File: src/common/fcs_map.svh
// fcs_map.svh: offsets, field positions, codes and timing counts of the flash host controller
// assumes: included by the package and the core; definitions only
`ifndef FCS_MAP_SVH
`define FCS_MAP_SVH
// wishbone register offsets (byte addresses)
`define FCS_REG_CTRL      4'h0
`define FCS_REG_ADDR      4'h4
`define FCS_REG_DATA      4'h8
`define FCS_REG_STAT      4'hc
// control register fields
`define FCS_CTRL_GO       8
`define FCS_CTRL_OP_LSB   0
`define FCS_CTRL_OP_MSB   2
// status register fields
`define FCS_STAT_BUSY     0
`define FCS_STAT_DONE     1
`define FCS_STAT_FAIL     2
`define FCS_STAT_TMO      3
`define FCS_STAT_RD_LSB   8
// flash unlock addresses and command codes
`define FCS_UNLOCK_A1     19'h05555
`define FCS_UNLOCK_A2     19'h02aaa
`define FCS_UNLOCK_D1     8'haa
`define FCS_UNLOCK_D2     8'h55
`define FCS_CMD_RESET     8'hf0
`define FCS_CMD_AUTOSEL   8'h90
`define FCS_CMD_PROGRAM   8'ha0
`define FCS_CMD_ESETUP    8'h80
`define FCS_CMD_CHIP      8'h10
`define FCS_CMD_SECTOR    8'h30
`define FCS_CMD_SUSPEND   8'hb0
`define FCS_CMD_RESUME    8'h30
// status bit positions on the flash data bus
`define FCS_POLL_BIT      7
`define FCS_TLIM_BIT      5
// timing: clock period in ps, sector erase window in ns, strobe phase in cycles
`define FCS_CLK_PS        25000
`define FCS_WIN_NS        80000
`define FCS_WIN_CYC       ((`FCS_WIN_NS * 1000) / `FCS_CLK_PS)
`define FCS_GAP_CYC       10
`define FCS_POLL_LIMIT    32'd400000000
`endif

File: src/common/fcs_pkg.sv
// fcs_pkg.sv: types of the flash host controller
// assumes: fcs_map.svh sits beside it
`include "fcs_map.svh"
package fcs_pkg;
	// operations software can order
	typedef enum logic [2:0] {
		FCS_OP_READ, FCS_OP_RESET, FCS_OP_ID, FCS_OP_PROG,
		FCS_OP_CHIP, FCS_OP_SECT, FCS_OP_SUSP, FCS_OP_RESUME
	} fcs_op_t;
	// flash pin bundle driven by the controller
	typedef struct packed {
		logic        ce_n;
		logic        we_n;
		logic        oe_n;
		logic [18:0] addr;
		logic [7:0]  dout;
		logic        doe;
	} fcs_pins_t;
endpackage : fcs_pkg

File: src/core/fcs_host.sv
// fcs_host.sv: wishbone-driven host that sequences commands into a byte-wide parallel flash
// assumes: 40 MHz clk_i, synchronous reset, flash data pins resolved by the bench from doe
`timescale 1ns/1ps
`include "fcs_map.svh"

// What this block does
// - leave id mode by reset sequence
// - program uses four write cycles
// - poll program location until bit matches
// - chip erase uses six write cycles
// - one sector per erase order; no sectors added within the 80 us window
// - suspend/resume as one write to address 0, no poll; orders ignored while an erase is polled
// - keep sector writes back to back
// - unlock AA at 5555, 55 at 2AAA
module fcs_host (
	// clock and reset
	input  wire logic               clk_i,
	input  wire logic               rst_i,
	// wishbone slave
	input  wire logic               wb_cyc_i,
	input  wire logic               wb_stb_i,
	input  wire logic               wb_we_i,
	input  wire logic [3:0]         wb_adr_i,
	input  wire logic [3:0]         wb_sel_i,
	input  wire logic [31:0]        wb_dat_i,
	output logic      [31:0]        wb_dat_o,
	output logic                    wb_ack_o,
	// flash pins
	output fcs_pkg::fcs_pins_t      flash_o,
	input  wire logic [7:0]         flash_dq_i
);
	import fcs_pkg::*;

	typedef enum logic [2:0] {S_IDLE, S_SETUP, S_STROBE, S_HOLD, S_GAP, S_POLL} fcs_state_t;

	// builds the bus-cycle word for step n of an operation; returns {last, rd, addr, data}
	function automatic logic [28:0] step_word(input fcs_op_t op, input logic [2:0] n,
			input logic [18:0] a, input logic [7:0] d);
		logic [18:0] sect_loc;
		logic [7:0]  cd;
		sect_loc = a;
		cd = 8'h00;
		step_word = {1'b0, 1'b0, 19'h00000, 8'h00};
		case (n)
			3'd0: step_word = {2'b00, `FCS_UNLOCK_A1, `FCS_UNLOCK_D1};
			3'd1: step_word = {2'b00, `FCS_UNLOCK_A2, `FCS_UNLOCK_D2};
			3'd3: step_word = {2'b00, `FCS_UNLOCK_A1, `FCS_UNLOCK_D1};
			3'd4: step_word = {2'b00, `FCS_UNLOCK_A2, `FCS_UNLOCK_D2};
			default: step_word = {1'b0, 1'b0, 19'h00000, 8'h00};
		endcase
		case (op)
			FCS_OP_RESET:  cd = `FCS_CMD_RESET;
			FCS_OP_ID:     cd = `FCS_CMD_AUTOSEL;
			FCS_OP_PROG:   cd = `FCS_CMD_PROGRAM;
			default:       cd = `FCS_CMD_ESETUP;
		endcase
		if (n == 3'd2)
			step_word = {(op == FCS_OP_RESET || op == FCS_OP_ID), 1'b0, `FCS_UNLOCK_A1, cd};
		// fourth write carries location and value
		if (op == FCS_OP_PROG && n == 3'd3)
			step_word = {2'b10, a, d};
		if (op == FCS_OP_CHIP && n == 3'd5)
			step_word = {2'b10, `FCS_UNLOCK_A1, `FCS_CMD_CHIP};
		// sector address, one sector per order
		if (op == FCS_OP_SECT && n == 3'd5)
			step_word = {2'b10, sect_loc, `FCS_CMD_SECTOR};
		if (op == FCS_OP_SUSP)
			step_word = {2'b10, 19'h00000, `FCS_CMD_SUSPEND};
		if (op == FCS_OP_RESUME)
			step_word = {2'b10, 19'h00000, `FCS_CMD_RESUME};
		// plain array or id read, one cycle
		if (op == FCS_OP_READ)
			step_word = {2'b11, a, 8'h00};
	endfunction : step_word

	// registers
	fcs_state_t  st_r, st_nxt;
	fcs_op_t     op_r, op_nxt;
	logic [2:0]  step_r, step_nxt;
	logic [18:0] adr_r, adr_nxt;
	logic [7:0]  dat_r, dat_nxt;
	logic [7:0]  rd_r, rd_nxt;
	logic        done_r, done_nxt, fail_r, fail_nxt, tmo_r, tmo_nxt;
	logic [31:0] cnt_r, cnt_nxt;
	logic [31:0] poll_r, poll_nxt;
	fcs_pins_t   pin_r, pin_nxt;
	logic [31:0] wbd_r, wbd_nxt;
	logic        ack_r, ack_nxt;
	logic [7:0]  dq_m_r, dq_s_r;
	logic [28:0] sw;
	logic        wb_req, busy;

	assign wb_req = wb_cyc_i & wb_stb_i & ~ack_r;
	assign busy   = (st_r != S_IDLE);
	assign sw     = step_word(op_r, step_r, adr_r, dat_r);

	// two-stage synchroniser on the flash data pins
	always_ff @(posedge clk_i) begin
		dq_m_r <= flash_dq_i;
		dq_s_r <= dq_m_r;
	end

	// next-state logic: bus slave and flash sequencer
	always_comb begin
		st_nxt = st_r; op_nxt = op_r; step_nxt = step_r; adr_nxt = adr_r; dat_nxt = dat_r;
		rd_nxt = rd_r; done_nxt = done_r; fail_nxt = fail_r; tmo_nxt = tmo_r;
		cnt_nxt = cnt_r; poll_nxt = poll_r; pin_nxt = pin_r; wbd_nxt = wbd_r;
		ack_nxt = 1'b0;
		// wishbone slave, one wait cycle, unmapped reads zero
		if (wb_req) begin
			ack_nxt = 1'b1;
			case (wb_adr_i)
				`FCS_REG_STAT: wbd_nxt = {16'h0000, rd_r, 4'h0, tmo_r, fail_r, done_r, busy};
				`FCS_REG_ADDR: wbd_nxt = {13'h0000, adr_r};
				`FCS_REG_DATA: wbd_nxt = {24'h000000, dat_r};
				`FCS_REG_CTRL: wbd_nxt = {28'h0000000, 1'b0, op_r};
				default:       wbd_nxt = 32'h00000000;
			endcase
			if (wb_we_i && wb_sel_i[0] && !busy) begin
				if (wb_adr_i == `FCS_REG_ADDR)
					adr_nxt = wb_dat_i[18:0];
				if (wb_adr_i == `FCS_REG_DATA)
					dat_nxt = wb_dat_i[7:0];
				if (wb_adr_i == `FCS_REG_CTRL && wb_sel_i[1] && wb_dat_i[`FCS_CTRL_GO]) begin
					op_nxt   = fcs_op_t'(wb_dat_i[`FCS_CTRL_OP_MSB:`FCS_CTRL_OP_LSB]);
					step_nxt = (wb_dat_i[2:0] == 3'd0 || wb_dat_i[2:0] > 3'd5) ? 3'd5 : 3'd0;
					st_nxt   = S_SETUP;
					done_nxt = 1'b0; fail_nxt = 1'b0; tmo_nxt = 1'b0;
				end
			end
		end
		case (st_r)
			S_IDLE: ;
			// address, chip select and write or read strobe all set in the same cycle
			S_SETUP: begin
				pin_nxt.ce_n = 1'b0; pin_nxt.addr = sw[26:8];
				pin_nxt.dout = sw[7:0]; pin_nxt.doe = ~sw[27];
				cnt_nxt = 32'd`FCS_GAP_CYC; st_nxt = S_STROBE;
				if (sw[27]) pin_nxt.oe_n = 1'b0; else pin_nxt.we_n = 1'b0;
			end
			S_STROBE: begin
				cnt_nxt = cnt_r - 32'd1;
				if (cnt_r == 32'd1) begin
					pin_nxt.we_n = 1'b1; pin_nxt.oe_n = 1'b1;
					if (sw[27]) rd_nxt = dq_s_r;
					st_nxt = S_HOLD; cnt_nxt = 32'd`FCS_GAP_CYC;
				end
			end
			S_HOLD: begin
				cnt_nxt = cnt_r - 32'd1;
				if (cnt_r == 32'd1) begin
					pin_nxt.ce_n = 1'b1; pin_nxt.doe = 1'b0;
					step_nxt = step_r + 3'd1;
					poll_nxt = 32'd0;
					if (sw[28] && (op_r == FCS_OP_PROG || op_r == FCS_OP_CHIP || op_r == FCS_OP_SECT))
						st_nxt = S_POLL;
					else if (sw[28]) begin
						st_nxt = S_IDLE; done_nxt = 1'b1;
					end else
						st_nxt = S_GAP;
					cnt_nxt = 32'd`FCS_GAP_CYC;
				end
			end
			// short fixed gap keeps writes inside window
			S_GAP: begin
				cnt_nxt = cnt_r - 32'd1;
				if (cnt_r == 32'd1) st_nxt = S_SETUP;
			end
			// poll reads at the latched location
			S_POLL: begin
				// total cycles spent polling, cleared on entry
				poll_nxt = poll_r + 32'd1;
				if (pin_r.oe_n) begin
					pin_nxt.ce_n = 1'b0; pin_nxt.oe_n = 1'b0; pin_nxt.addr = adr_r;
					cnt_nxt = 32'd`FCS_GAP_CYC;
				end else if (cnt_r != 32'd0) begin
					cnt_nxt = cnt_r - 32'd1;
				end else begin
					pin_nxt.ce_n = 1'b1; pin_nxt.oe_n = 1'b1;
					rd_nxt = dq_s_r;
					// erase done when status bit is one
					if ((op_r == FCS_OP_PROG && dq_s_r[`FCS_POLL_BIT] == dat_r[`FCS_POLL_BIT]) ||
					    (op_r != FCS_OP_PROG && dq_s_r[`FCS_POLL_BIT])) begin
						st_nxt = S_IDLE; done_nxt = 1'b1;
					end else if (dq_s_r[`FCS_TLIM_BIT]) begin
						st_nxt = S_IDLE; fail_nxt = 1'b1; done_nxt = 1'b1;
					// bounded wait, silent flash gives up
					end else if (poll_r >= `FCS_POLL_LIMIT) begin
						st_nxt = S_IDLE; tmo_nxt = 1'b1; fail_nxt = 1'b1; done_nxt = 1'b1;
					end
				end
			end
			default: st_nxt = S_IDLE;
		endcase
	end

	// register stage
	always_ff @(posedge clk_i) begin
		if (rst_i) begin
			st_r <= S_IDLE; op_r <= FCS_OP_READ; step_r <= 3'd0; adr_r <= 19'h00000;
			dat_r <= 8'h00; rd_r <= 8'h00; done_r <= 1'b0; fail_r <= 1'b0; tmo_r <= 1'b0;
			cnt_r <= 32'd0; poll_r <= 32'd0; wbd_r <= 32'h00000000; ack_r <= 1'b0;
			pin_r <= '{ce_n: 1'b1, we_n: 1'b1, oe_n: 1'b1, addr: 19'h00000, dout: 8'h00, doe: 1'b0};
		end else begin
			st_r <= st_nxt; op_r <= op_nxt; step_r <= step_nxt; adr_r <= adr_nxt;
			dat_r <= dat_nxt; rd_r <= rd_nxt; done_r <= done_nxt; fail_r <= fail_nxt;
			tmo_r <= tmo_nxt; cnt_r <= cnt_nxt; poll_r <= poll_nxt; pin_r <= pin_nxt;
			wbd_r <= wbd_nxt; ack_r <= ack_nxt;
		end
	end

	assign wb_dat_o = wbd_r;
	assign wb_ack_o = ack_r;
	assign flash_o  = pin_r;
endmodule : fcs_host

File: config.mk
export PLATFORM = sky130hd
export DESIGN_NAME = fcs_host
export DESIGN_NICKNAME = d
export VERILOG_FILES = /design/src/common/fcs_pkg.sv /design/src/core/fcs_host.sv
export VERILOG_INCLUDE_DIRS = /design/src /design/src/common
export SDC_FILE = /design/constraint.sdc
export NUM_CORES = 1
export LEC_CHECK = 0
export BUFFER_PORTS_ARGS = -buffer_cell sky130_fd_sc_hd__buf_4
export CAP_MARGIN = 25
export CORE_MARGIN = 2
export CORE_UTILIZATION = 50
export DETAILED_ROUTE_END_ITERATION = 12
export GPL_ROUTABILITY_DRIVEN = 1
export PLACE_DENSITY = 0.74
export SYNTH_ARGS = -nofsm -noshare
export SYNTH_HDL_FRONTEND = slang
export SYNTH_SLANG_ARGS = --single-unit
File: constraint.sdc
create_clock -name clk_i -period 2.6 [get_ports clk_i]
set_input_delay 0.52 -clock clk_i [delete_from_list [all_inputs] [get_ports clk_i]]
set_output_delay 0.52 -clock clk_i [all_outputs]
set_load 0.01 [all_outputs]
==> summary.md, run 1 <==
| Metric | Value |
|---|---|
| Status | finished, final reports clean |
| FF-to-FF path depth | 10 |
| Required time of the critical path | 2890 ps |
| Die ar. | 18100 µm² |
| Max-slew violations | 0 |
| Crit path launch type | flip-flop |
| Final Hold Fails | 0 |
| Worst-skew pair later-pin latency | roughly 430 ps |
| Hold Path End | dq_m_r[0]$_DFF_P_ |
| #FFs+latches synth | 178 |
| Max FO, Critical Path | 5 |
| Finish-stage setup viols | 0 |
| Max-cap violations | 0 |
| Crit path max-delay cell type | or4_4 |
| Layout cell share with drive strength beyond 1 | 20.7% |
| Clock buffer depth | 2 |
| WHS Path Cells | 1 |
| Register area share after synthesis | 41.7% |
| First drt pass iteration count | 7 |
| CTS buffer count | 17 |
| Fill cells | ~1400 |
| Cell Count, Final, Fillers Out | 1392 |
| GPL Wtd Cong | 0.894 |
| Hpwl dp | 16.4 mm |
| First-pass GRT wire length | 38.7 mm |
| Grt ovf | 0 |
| Row cnt | 47 |
| Final wirelength | 24.1 mm |
| Area growth syn-to-layout | 22.4% |
| EDFF count, synth | 0 |
| Htree depth | 4 |
| Clock root buffer | clkbuf_16 |
| Largest net degree at the start of global routing | 70 |
| # DRC | 0 |
| GRT Total Usage | between 20% and 30% |
| Class of the worst hold path | in2reg |
| Core box area | 16600 µm² |
| DR WL/cell | 17.3 µm |
| Fmax | 394 MHz |
| Critical Path AT | 2820 ps |
| Fin util | between 60% and 70% |
| Final ANT Viol Nets | 0 |
| Post-Syn Area | 8540 µm² |
| CP Cell Sequence | or4_4, buf_6, nor4b_4, buf_4, nand4_1, buf_4, buf_4, buf_4, o31ai_1, a221oi_2 |
| FF-to-FF Start | cnt_r[5]$_SDFFE_PP0P_ |
| Crit path max-delay family | simple AND/OR/NAND/NOR gates |
| Area of the multi-input gates | roughly 4600 µm² |
| Placed Area | 9680 µm² |
| Setup WS pre-CTS | -18.2 ps |
| Critical path buffers and inverters | 5 |
| Library cells used by synthesis | 74 |
| Fin crit period | 2540 ps |
| Measured slew at the worst slew-check pin | 887 ps |
| Synth Instances | approximately 1100 |
| Port Buf Inserts | 88 |
| CTS tree | done |
| Number of global-route vias before repair | 7693 |
| Async SR Flop Fraction | 0% |
| Design area | ~10000 µm² |
| PD cells | 539 nW/µm² |
| DP Cell Count | 1351 |
| CTS Sinks | ~180 |
| R2R setup slack | about 64 ps |
| Reg2Reg Capture Point | cnt_r[18]$_SDFFE_PP0P_ |
| Slew HR | 40.6% |
| CTS clk-pin slew, worst paths | 80 ps |
| Hold buffer count at CTS | 0 |
| Syn. warnings | 0 |
| Clock skew | 7.42 ps |
| Vias | approximately 8500 |
| Prevailing post-synth register cell | dfxtp_1 |
| Critical hold path startpoint | flash_dq_i[0] |
| Initial Utilization | 51.3% |
| Die width | around 130 µm |
| PnR worst setup slack | 64.4 ps |
| Worst setup EP type | flip-flop |
| IO Count | 117 |
| Ant diodes | 0 |
| Final Cycle Share | 97.5% |
| WS Path Type | reg2reg |
| Most used cell, CP | buf_4 |
| DRT iter0 DRCs | 732 |
| Nets | between 1000 and 1500 |
| Number of antenna violations at the first check in global routing | 0 |
| Worst VDD drop | 495 µV |
| Vias per cell | 6.10 |
| Worst stage delay on the critical path | roughly 540 ps |
| Pleak | 0.00372 µW |
| Die height | 135 µm |
| Syn avg cell area | 8.12 µm² |
| Register area | 3560 µm² |
[cells by family after synthesis]
| family | after synthesis | share of synthesized area (%) |
|---|---|---|
| AOI/OAI and AO/OA | 295 | 22.1 |
| xor gates and xnor gates | 2 | 0.205 |
| adders and majority gates | 10 | 1.47 |
| buffers and inverters | 103 | 5.45 |
| DFF | 178 | 41.7 |
| muxes | 10 | 1.19 |
| other | 1 | 0.0439 |
| and+or+nand+nor | 452 | 27.8 |
[cells in the mapped netlist, drive strengths merged (7+ instances only)]
library cell  count  share of area (%)
inv              14               0.62
nand4            22                1.6
a21oi           116                6.9
nand3            69                4.1
ha               10                1.5
o211ai           10                1.0
and3             11               0.81
nor2             85                3.7
nor3             19                1.1
clkbuf           61                2.7
or4              23                2.1
o31ai            19                1.7
or2              19                1.4
nor4             12                1.1
or3              23                1.7
buf              28                2.2
a221oi           31                3.2
a31oi             7               0.51
nand4b           10                1.0
mux2i             9                1.1
dfxtp           178                 42
a22oi            21                1.8
o21ai            51                3.0
nand2b            7               0.51
nand2           115                5.1
[final cells by class]
cell class | instances | share of cell area [%]
flip-flops and latches | 178 | 34.1
multi-input cells | 782 | 44.3
clock inverters | 15 | 1.96
well taps | 220 | 2.63
repair buffers | 166 | 12.4
clock buffers | 17 | 4.07
inverters | 14 | 0.503
[registers in the layout, summed over array words and instances (netlist names), 8 cells and up]
name,cells
adr_r,19
rd_r,8
cnt_r,32
dq_s_r,8
dat_r,8
dq_m_r,8
flash_o,31
wb_dat_o,19
poll_r,32
[repair_timing]
action	in CTS	in global routing
gates cloned	0	0
setup buffers	6	3
pin swaps	0	1
setup endpoints to repair	43	27
resized for setup	4	11
[per-stage QoR]
step | TNS, ps | total power, µW | hold slack (ps)
after floorplan | 0 | 2910 | 310
after global placement | 0 | 2990 | 310
after detailed placement | -18.2 | 3000 | 312
after CTS | 0 | 5660 | 165
after global routing | -8.90 | 5800 | 159
final | 0 | 5630 | 183
[worst max path at each step]
stage | start | slack (ps) | cells after the start | endpoint
after CTS | cnt_r[5]$_SDFFE_PP0P_ | 40 | 8 | cnt_r[18]$_SDFFE_PP0P_
after global placement | cnt_r[5]$_SDFFE_PP0P_ | 20 | 6 | poll_r[6]$_SDFFE_PP0P_
after global routing | cnt_r[5]$_SDFFE_PP0P_ | -9 | 10 | cnt_r[18]$_SDFFE_PP0P_
after floorplan | cnt_r[3]$_SDFFE_PP0P_ | 10 | 8 | poll_r[11]$_SDFFE_PP0P_
final | cnt_r[5]$_SDFFE_PP0P_ | 60 | 10 | cnt_r[18]$_SDFFE_PP0P_
after detailed placement | cnt_r[5]$_SDFFE_PP0P_ | -20 | 6 | poll_r[11]$_SDFFE_PP0P_
[power breakdown]
part | internal, µW | switching (µW) | leakage (µW) | total (µW)
clock network | 1410 | 1280 | 0.000308 | 2690
registers | 2740 | 9.01 | 0.00144 | 2750
logic | 73.4 | 118 | 0.00197 | 192
[cells in the final DEF (no fill, tap or decap), types with 10 or more instances in the layout]
| master | count |
|---|---|
| or3_1 | 23 |
| nand4_1 | 22 |
| a221oi_1 | 27 |
| nor2_1 | 85 |
| o31ai_1 | 19 |
| dfxtp_1 | 178 |
| nand3_1 | 68 |
| inv_1 | 14 |
| o21ai_0 | 50 |
| a22oi_1 | 21 |
| a21oi_1 | 114 |
| nand4b_1 | 10 |
| buf_4 | 160 |
| clkbuf_16 | 17 |
| nor3_1 | 18 |
| nand2_1 | 115 |
| conb_1 | 13 |
| and3_1 | 11 |
| or4_1 | 20 |
| or2_2 | 18 |
| ha_1 | 10 |
[per-layer routing]
layer / vias to the layer above / part of all wire (%) / track usage, %
met5: - / 0 / 0
met4: 0 / 1.6 / 6.78
met3: 33 / 6.8 / 5.48
met2: 305 / 47 / 42.4
met1: 4052 / 45 / 35.7
li1: 4103 / - / -
Note: power is estimated with default switching activity, not from simulation.
==> inputs of run 2 (changes only) <==
- ABC_AREA: unset -> 1
- PLACE_DENSITY: 0.74 -> 0.73
- TNS_END_PERCENT: unset -> 100
==> run 2 against run 1 <==
  * Sequential share of layout area increased by 0.82 points
  * Critical path depth rose by 1
  * Sequential power is essentially flat
  * Design area shrank 2.3%
  * Critical path type unchanged
  * Largest cell class unchanged
  * Highest routed layer unchanged
==> summary.md, run 2 <==
| Metric | Value |
|---|---|
| Status | finished, final reports clean |
| GPL Wtd Cong | 0.913 (+2.1%) |
| Area growth syn-to-layout | 16.2% |
| Fin Setup TNS | 0 ps (unchanged) |
| Leading area contributor after synthesis | dfxtp_1 |
| Fin crit period | 2170 ps (-368 ps) |
| Most common cell after layout, fill and taps aside | nand2_1 |
| Syn avg cell area | 7.03 µm² (-13%) |
| Pleak | 0.00421 µW (+13%) |
| Critical Path AT | 2490 ps (-330 ps) |
| Worst hold slack | 180 ps (-3.11 ps) |
| Met3 WL | 1.37 mm (-17%) |
| Max-slew violations | 0 (unchanged) |
| Die height | 137 µm (+1.4%) |
| RSZ-0062 raised after global routing | false |
| Die ar. | 18600 µm² (+2.8%) |
| Post-CTS sizing | 0 (-4) |
| Ant diodes | 0 (unchanged) |
| # DRC | 0 (unchanged) |
| Fill cells | 1570 (+9.0%) |
| GRT Total Usage | 23.5% (-2.6 points) |
| Nets | 1392 (+14%) |
| Top Metal Used | met4 |
| Grt ovf | 0 (unchanged) |
| Prevailing post-synth register cell | dfxtp_1 |
| Die width | 137 µm (+1.4%) |
| First drt pass iteration count | 5 (-2) |
| Number of antenna violations at the first check in global routing | 0 (unchanged) |
| CTS buffer count | 17 (unchanged) |
| Library cells used by synthesis | 47 (-36%) |
| Clock root buffer | clkbuf_16 |
| Clock skew | 15.0 ps (+7.54 ps) |
| IO Count | 117 (unchanged) |
| DRT iter0 DRCs | 680 (-7.1%) |
| Vias per cell | 5.31 (-13%) |
| #FFs+latches synth | 178 (unchanged) |
| DR WL/cell | 14.1 µm (-18%) |
| Finish-stage setup viols | 0 (unchanged) |
| Worst-skew pair later-pin latency | 440 ps (about the same) |
| PD cells | 553 nW/µm² (+2.6%) |
| Final Cycle Share | 83.4% (-14 points) |
| First-pass GRT wire length | 35.0 mm (-9.5%) |
| Slew HR | 51.7% (+11 points) |
| Syn. warnings | 0 (unchanged) |
| Final Hold Fails | 0 (unchanged) |
| Port Buf Inserts | 88 (unchanged) |
| Core box area | 17200 µm² (+3.6%) |
| WS Path Type | reg2reg |
| Cell Count, Final, Fillers Out | 1567 (+13%) |
| Crit path launch type | flip-flop |
| Htree depth | 4 (unchanged) |
| Layout cell share with drive strength beyond 1 | 15.9% (-4.9 points) |
| Measured slew at the worst slew-check pin | 724 ps (-163 ps) |
| CTS clk-pin slew, worst paths | 80 ps (about the same) |
| Number of global-route vias before repair | 7146 (-7.1%) |
| Synth area leaders | dfxtp_1, nand2_1, a21oi_1, inv_1, o21ai_0 |
| Top post-synthesis cells by count | nand2_1, dfxtp_1, inv_1 |
| Routed metal-1 wirelength | 10.4 mm (-3.5%) |
| Row cnt | 48 (+2.1%) |
| CTS tree | done |
| Synth Instances | 1250 (+19%) |
| Max-cap violations | 0 (unchanged) |
| Initial Utilization | 51.0% (-0.33 points) |
| CTS Sinks | 178 (unchanged) |
| Worst setup EP type | flip-flop |
| Post-synth top area share | 40.6% (-1.2 points) |
| Post-CTS Setup Bufs | 0 (-6) |
| Final wirelength | 22.1 mm (-8.2%) |
| Clock buffer depth | 2 (unchanged) |
| Final ANT Viol Nets | 0 (unchanged) |
| Async SR Flop Fraction | 0% (unchanged) |
| Max FO, Critical Path | 15 (+10) |
| Hold buffer count at CTS | 0 (unchanged) |
| Hpwl dp | 15.6 mm (-4.8%) |
| Most frequent cell after synthesis | nand2_1 |
| Commonest cells after routing, fill and taps aside | nand2_1, dfxtp_1, inv_1, a21oi_1, nor2_1 |
| Required time of the critical path | 2920 ps (+30 ps) |
| Class of the worst hold path | in2reg |
| EDFF count, synth | 0 (unchanged) |
| Vias | 8326 (-2.0%) |
| Post-Syn Area | 8790 µm² (+2.9%) |
| Met2 WL | 10.0 mm (-12%) |
| Worst VDD drop | 468 µV (-5.5%) |
| DP Cell Count | 1534 (+14%) |
| Register area share after synthesis | 40.6% (-1.2 points) |
| Fmax | 461 MHz (+17%) |
| Largest net degree at the start of global routing | 70 (unchanged) |
## run 2: kinds of logic after synthesis
| logic type | after synthesis | share of synthesized area, % |
|---|---|---|
| adders and majority gates | 10 | 1.42 |
| AOI/OAI and AO/OA | 298 | 18.1 |
| other | 1 | 0.0427 |
| xor gates and xnor gates | 16 | 1.60 |
| DFF | 178 | 40.6 |
| and+or+nand+nor | 539 | 28.2 |
| buffers and inverters | 208 | 10.1 |
## run 2: final timing paths
| path | from | cells past startpoint | slack (ps) | end |
|---|---|---|---|---|
| min reg2reg | dq_m_r[5]$_DFF_P_ | 0 | 330 | dq_s_r[5]$_DFF_P_ |
| max | cnt_r[8]$_SDFFE_PP0P_ | 11 | 430 | poll_r[20]$_SDFFE_PP0P_ |
| min | flash_dq_i[3] | 1 | 180 | dq_m_r[3]$_DFF_P_ |
| max reg2reg | cnt_r[8]$_SDFFE_PP0P_ | 11 | 430 | poll_r[20]$_SDFFE_PP0P_ |
## run 2: metrics by stage
| step | cell area, µm² | utilization (%) | worst slack [ps] | power (µW) |
|---|---|---|---|---|
| 2_1_floorplan | 8830 | - | 838 | 2950 |
| 3_3_place_gp | 9580 | 55.6 | 488 | 3020 |
| 3_5_place_dp | 9580 | 55.6 | 458 | 3030 |
| 4_1_cts | 10200 | 59.2 | 451 | 5680 |
| 5_1_grt | 10200 | 59.2 | 229 | 5820 |
| 6_report | 10200 | 59.2 | 432 | 5640 |
## run 2: report_power, final
part / internal [µW] / total, µW / switching, µW / leakage [µW]
Clock: 1420 / 2680 / 1260 / 0.000301
Combinational: 76.9 / 211 / 134 / 0.00247
Sequential: 2740 / 2750 / 9.42 / 0.00144
Total: 4240 / 5640 / 1400 / 0.00421
## run 2: critical path: stages, from the launching register on
cell and delay, ps:
dfxtp_1 330, nor2_1 180, nand2_2 80, nor2_2 150, inv_1 70, nor2_1 120
nand2_1 120, nor2_1 140, nand2_1 420, buf_4 320, nand2_1 50, a21oi_1 50
## run 2: layer usage
layer  vias to the layer above  global-route usage [%]
met3                        28                    6.44
li1                       4233                       -
met5                         -                       0
met2                       239                    35.9
met1                      3826                    32.8
met4                         0                    6.42
## run 2: layout make-up
type / count / area [µm²] / area share, %
timing repair buffer: 103 / 786 / 7.70
clock inverter: 14 / 180 / 1.77
multi-input combinational: 876 / 4380 / 42.9
clock buffer: 18 / 439 / 4.30
sequential: 178 / 3560 / 34.9
tap: 225 / 282 / 2.76
inverter: 153 / 576 / 5.64
==> inputs of run 3 (changes only) <==
- clock period: 2.6 -> 1.75 ns (I/O delays scaled with it)
==> run 3 against run 2 <==
  * Critical path depth up 2
  * Non-clock buffer count is 145 higher
  * Sequential share of layout area down 6.5 points
  * Sequential power rose by 49%
  * First-iteration DRC count up 29%
  * Die area is the same
  * Flip-flop and latch count unchanged
  * Combinational power increased by 120%
  * Hold slack worse by 5.0 ps
  * The run now ends with negative setup slack left
  * Largest power group unchanged
  * Global-route usage is 2.6 points higher
  * Utilization rose by 14 points
==> summary.md, run 3 (same netlist as run 2, synthesis figures left out) <==
| Metric | Value |
|---|---|
| Status | complete, but fails checks |
| Failing checks | negative setup slack |
| GPL Wtd Cong | 0.942 (+3.2%) |
| FF-to-FF Start | cnt_r[8]$_SDFFE_PP0P_ |
| Commonest cells after routing, fill and taps aside | buf_4, nand2_1, dfxtp_1, inv_1, a21oi_1 |
| Worst-skew pair later-pin latency | 460 ps (+20 ps) |
| Clock skew | 14.3 ps (-0.695 ps) |
| CP endpoint | cnt_r[22]$_SDFFE_PP0P_ |
| Fin Setup TNS | -12160 ps (-12160 ps) |
| Placed Area | 10500 µm² (+10%) |
| Most common cell after layout, fill and taps aside | buf_4 |
| CTS tree | done |
| WS Path Type | reg2reg |
| GRT Total Usage | 26.2% (+2.6 points) |
| Number of global-route vias before repair | 8195 (+15%) |
| Vias per cell | 5.61 (+5.7%) |
| CTS buffer count | 17 (unchanged) |
| Met2 Use GR | 42.9% (+7.1 points) |
| Final Cycle Share | 113% (+30 points) |
| FF-to-FF path depth | 13 (+2) |
| DR WL/cell | 16.8 µm (+19%) |
| Core box area | 17200 µm² (unchanged) |
| Clock buffer depth | 2 (unchanged) |
| Crit path max-delay family | simple AND/OR/NAND/NOR gates |
| CTS clk-pin slew, worst paths | 80 ps (about the same) |
| Critical path buffers and inverters | 3 (+1) |
| CP startpoint | cnt_r[8]$_SDFFE_PP0P_ |
| CP Cell Sequence | nor2_2, nand2_2, nor2_4, buf_6, nand3_4, nor2_4, nor2_4, nor3_4, nand3_4, nand2_8, buf_12, buf_16, nor2_2 |
| Pleak | 0.00519 µW (+23%) |
| Die height | 137 µm (unchanged) |
| Area growth syn-to-layout | 43.5% |
| GR Layer Usage met3 | 4.56% (-1.9 points) |
| Nets | 1539 (+11%) |
| Crit path max-delay cell type | dfxtp_1 |
| # DRC | 0 (unchanged) |
| GRT met1 Usage | 36.0% (+3.2 points) |
| Reg2Reg Capture Point | cnt_r[22]$_SDFFE_PP0P_ |
| Htree depth | 4 (unchanged) |
| Final Hold Fails | 0 (unchanged) |
| Fin util | 73.2% (+14 points) |
| Fill cells | 1225 (-22%) |
| Design area | 12600 µm² (+24%) |
| Class of the worst hold path | in2reg |
| DRT iter0 DRCs | 874 (+29%) |
| Crit path launch type | flip-flop |
| Number of antenna violations at the first check in global routing | 0 (unchanged) |
| PnR worst setup slack | -234 ps (-666 ps) |
| CTS Sinks | 178 (unchanged) |
| PD cells | 677 nW/µm² (+22%) |
| Row cnt | 48 (unchanged) |
| Clock root buffer | clkbuf_16 |
| Worst setup EP type | flip-flop |
| Max-cap violations | 0 (unchanged) |
| WP depth | 13 (+2) |
| Vias | 9624 (+16%) |
| Grt ovf | 0 (unchanged) |
| Layout cell share with drive strength beyond 1 | 34.5% (+19 points) |
| Die ar. | 18600 µm² (unchanged) |
| R2R setup slack | -230 ps (-670 ps) |
| Required time of the critical path | 2100 ps (-820 ps) |
| Final ANT Viol Nets | 0 (unchanged) |
| Port Buf Inserts | 88 (unchanged) |
| Hpwl dp | 16.9 mm (+8.0%) |
| First drt pass iteration count | 8 (+3) |
| Final wirelength | 28.9 mm (+31%) |
| Initial Utilization | 51.0% (unchanged) |
| Fmax | 504 MHz (+9.3%) |
| Largest net degree at the start of global routing | 73 (+4.3%) |
| Worst VDD drop | 676 µV (+45%) |
| First-pass GRT wire length | 39.2 mm (+12%) |
| Finish-stage setup viols | 77 (+77) |
| Most used cell, CP | nor2_4 |
| IO Count | 117 (unchanged) |
| Busiest grt layer | met2 |
| Critical Path AT | 2340 ps (-150 ps) |
| Die width | 137 µm (unchanged) |
| Fin crit period | 1980 ps (-184 ps) |
| Worst stage delay on the critical path | 330 ps (-90 ps) |
| RSZ-0062 raised after global routing | true |
| Register area | 3580 µm² (+0.60%) |
| Area of the multi-input gates | 5330 µm² (+22%) |
| Ant diodes | 0 (unchanged) |
| Max-slew violations | 0 (unchanged) |
| Max FO, Critical Path | 6 (-9) |
==> run 3: changes by cell type in the layout (fill, tap and decap cells not counted), moves of 17 or more <==
cell | previous run | this run
a21oi_1 | 140 | 116
a21oi_2 | 1 | 23
buf_4 | 102 | 207
nand2_1 | 232 | 199
nand2_4 | 0 | 21
nor2_1 | 123 | 92
nor2_4 | 8 | 42
o21ai_0 | 105 | 79
o21ai_1 | 2 | 19
==> run 3: repair_timing <==
action                     CTS  global route
hold buffers                 6             2
pin swaps                   19            59
setup endpoints to repair   79           125
resized for setup           48           246
gates cloned                 3             5
hold endpoints to repair     6             2
buffers inserted            12            16
==> run 3: report_power, final <==
part	switching (µW)	internal [µW]	total, µW
sequential	15.8	4070	4090
combinational	271	200	471
clock	1980	1990	3980
==> run 3: metal layers <==
layer,vias up,share of wire [%]
met3,110,7.8
met1,4484,40
met2,486,48
met4,0,3.6
li1,4544,-
met5,-,0
==> run 3: cell type report <==
cell class,count,share of cell area [%]
inverter,153,4.73
clock inverter,14,1.38
timing repair inverter,1,0.0397
timing repair buffer,248,17.5
tap,225,2.23
clock buffer,18,3.48
sequential,178,28.4
multi-input combinational,877,42.2
==> run 3: how the worst min path moves through the flow <==
stage,from,end,slack [ps],depth (start not counted)
after CTS,flash_dq_i[2],dq_m_r[2]$_DFF_P_,0.6,1
after global placement,dq_m_r[2]$_DFF_P_,dq_s_r[2]$_DFF_P_,310,0
after floorplan,dq_m_r[0]$_DFF_P_,dq_s_r[0]$_DFF_P_,310,0
after global routing,wb_dat_i[10],adr_r[10]$_SDFFE_PP0P_,190,3
final,wb_dat_i[10],adr_r[10]$_SDFFE_PP0P_,170,3
after detailed placement,dq_m_r[1]$_DFF_P_,dq_s_r[1]$_DFF_P_,310,0
==> run 3: tightest hold or removal path: cells and delay by family <==
kind,cells,cell delay (ps)
buffers and inverters,1,70
AOI/OAI and AO/OA,2,170
==> run 3: metrics by stage <==
| step | setup WS [ps] | cells | hold WS, ps | total power, µW |
|---|---|---|---|---|
| 2_1_floorplan | 63.9 | 1262 | 310 | 4380 |
| 3_3_place_gp | -54.6 | 1642 | 312 | 4530 |
| 3_5_place_dp | -105 | 1642 | 312 | 4530 |
| 4_1_cts | -99.9 | 1695 | 0.559 | 8480 |
| 5_1_grt | -331 | 1714 | 194 | 8730 |
| 6_report | -234 | 1714 | 175 | 8540 |
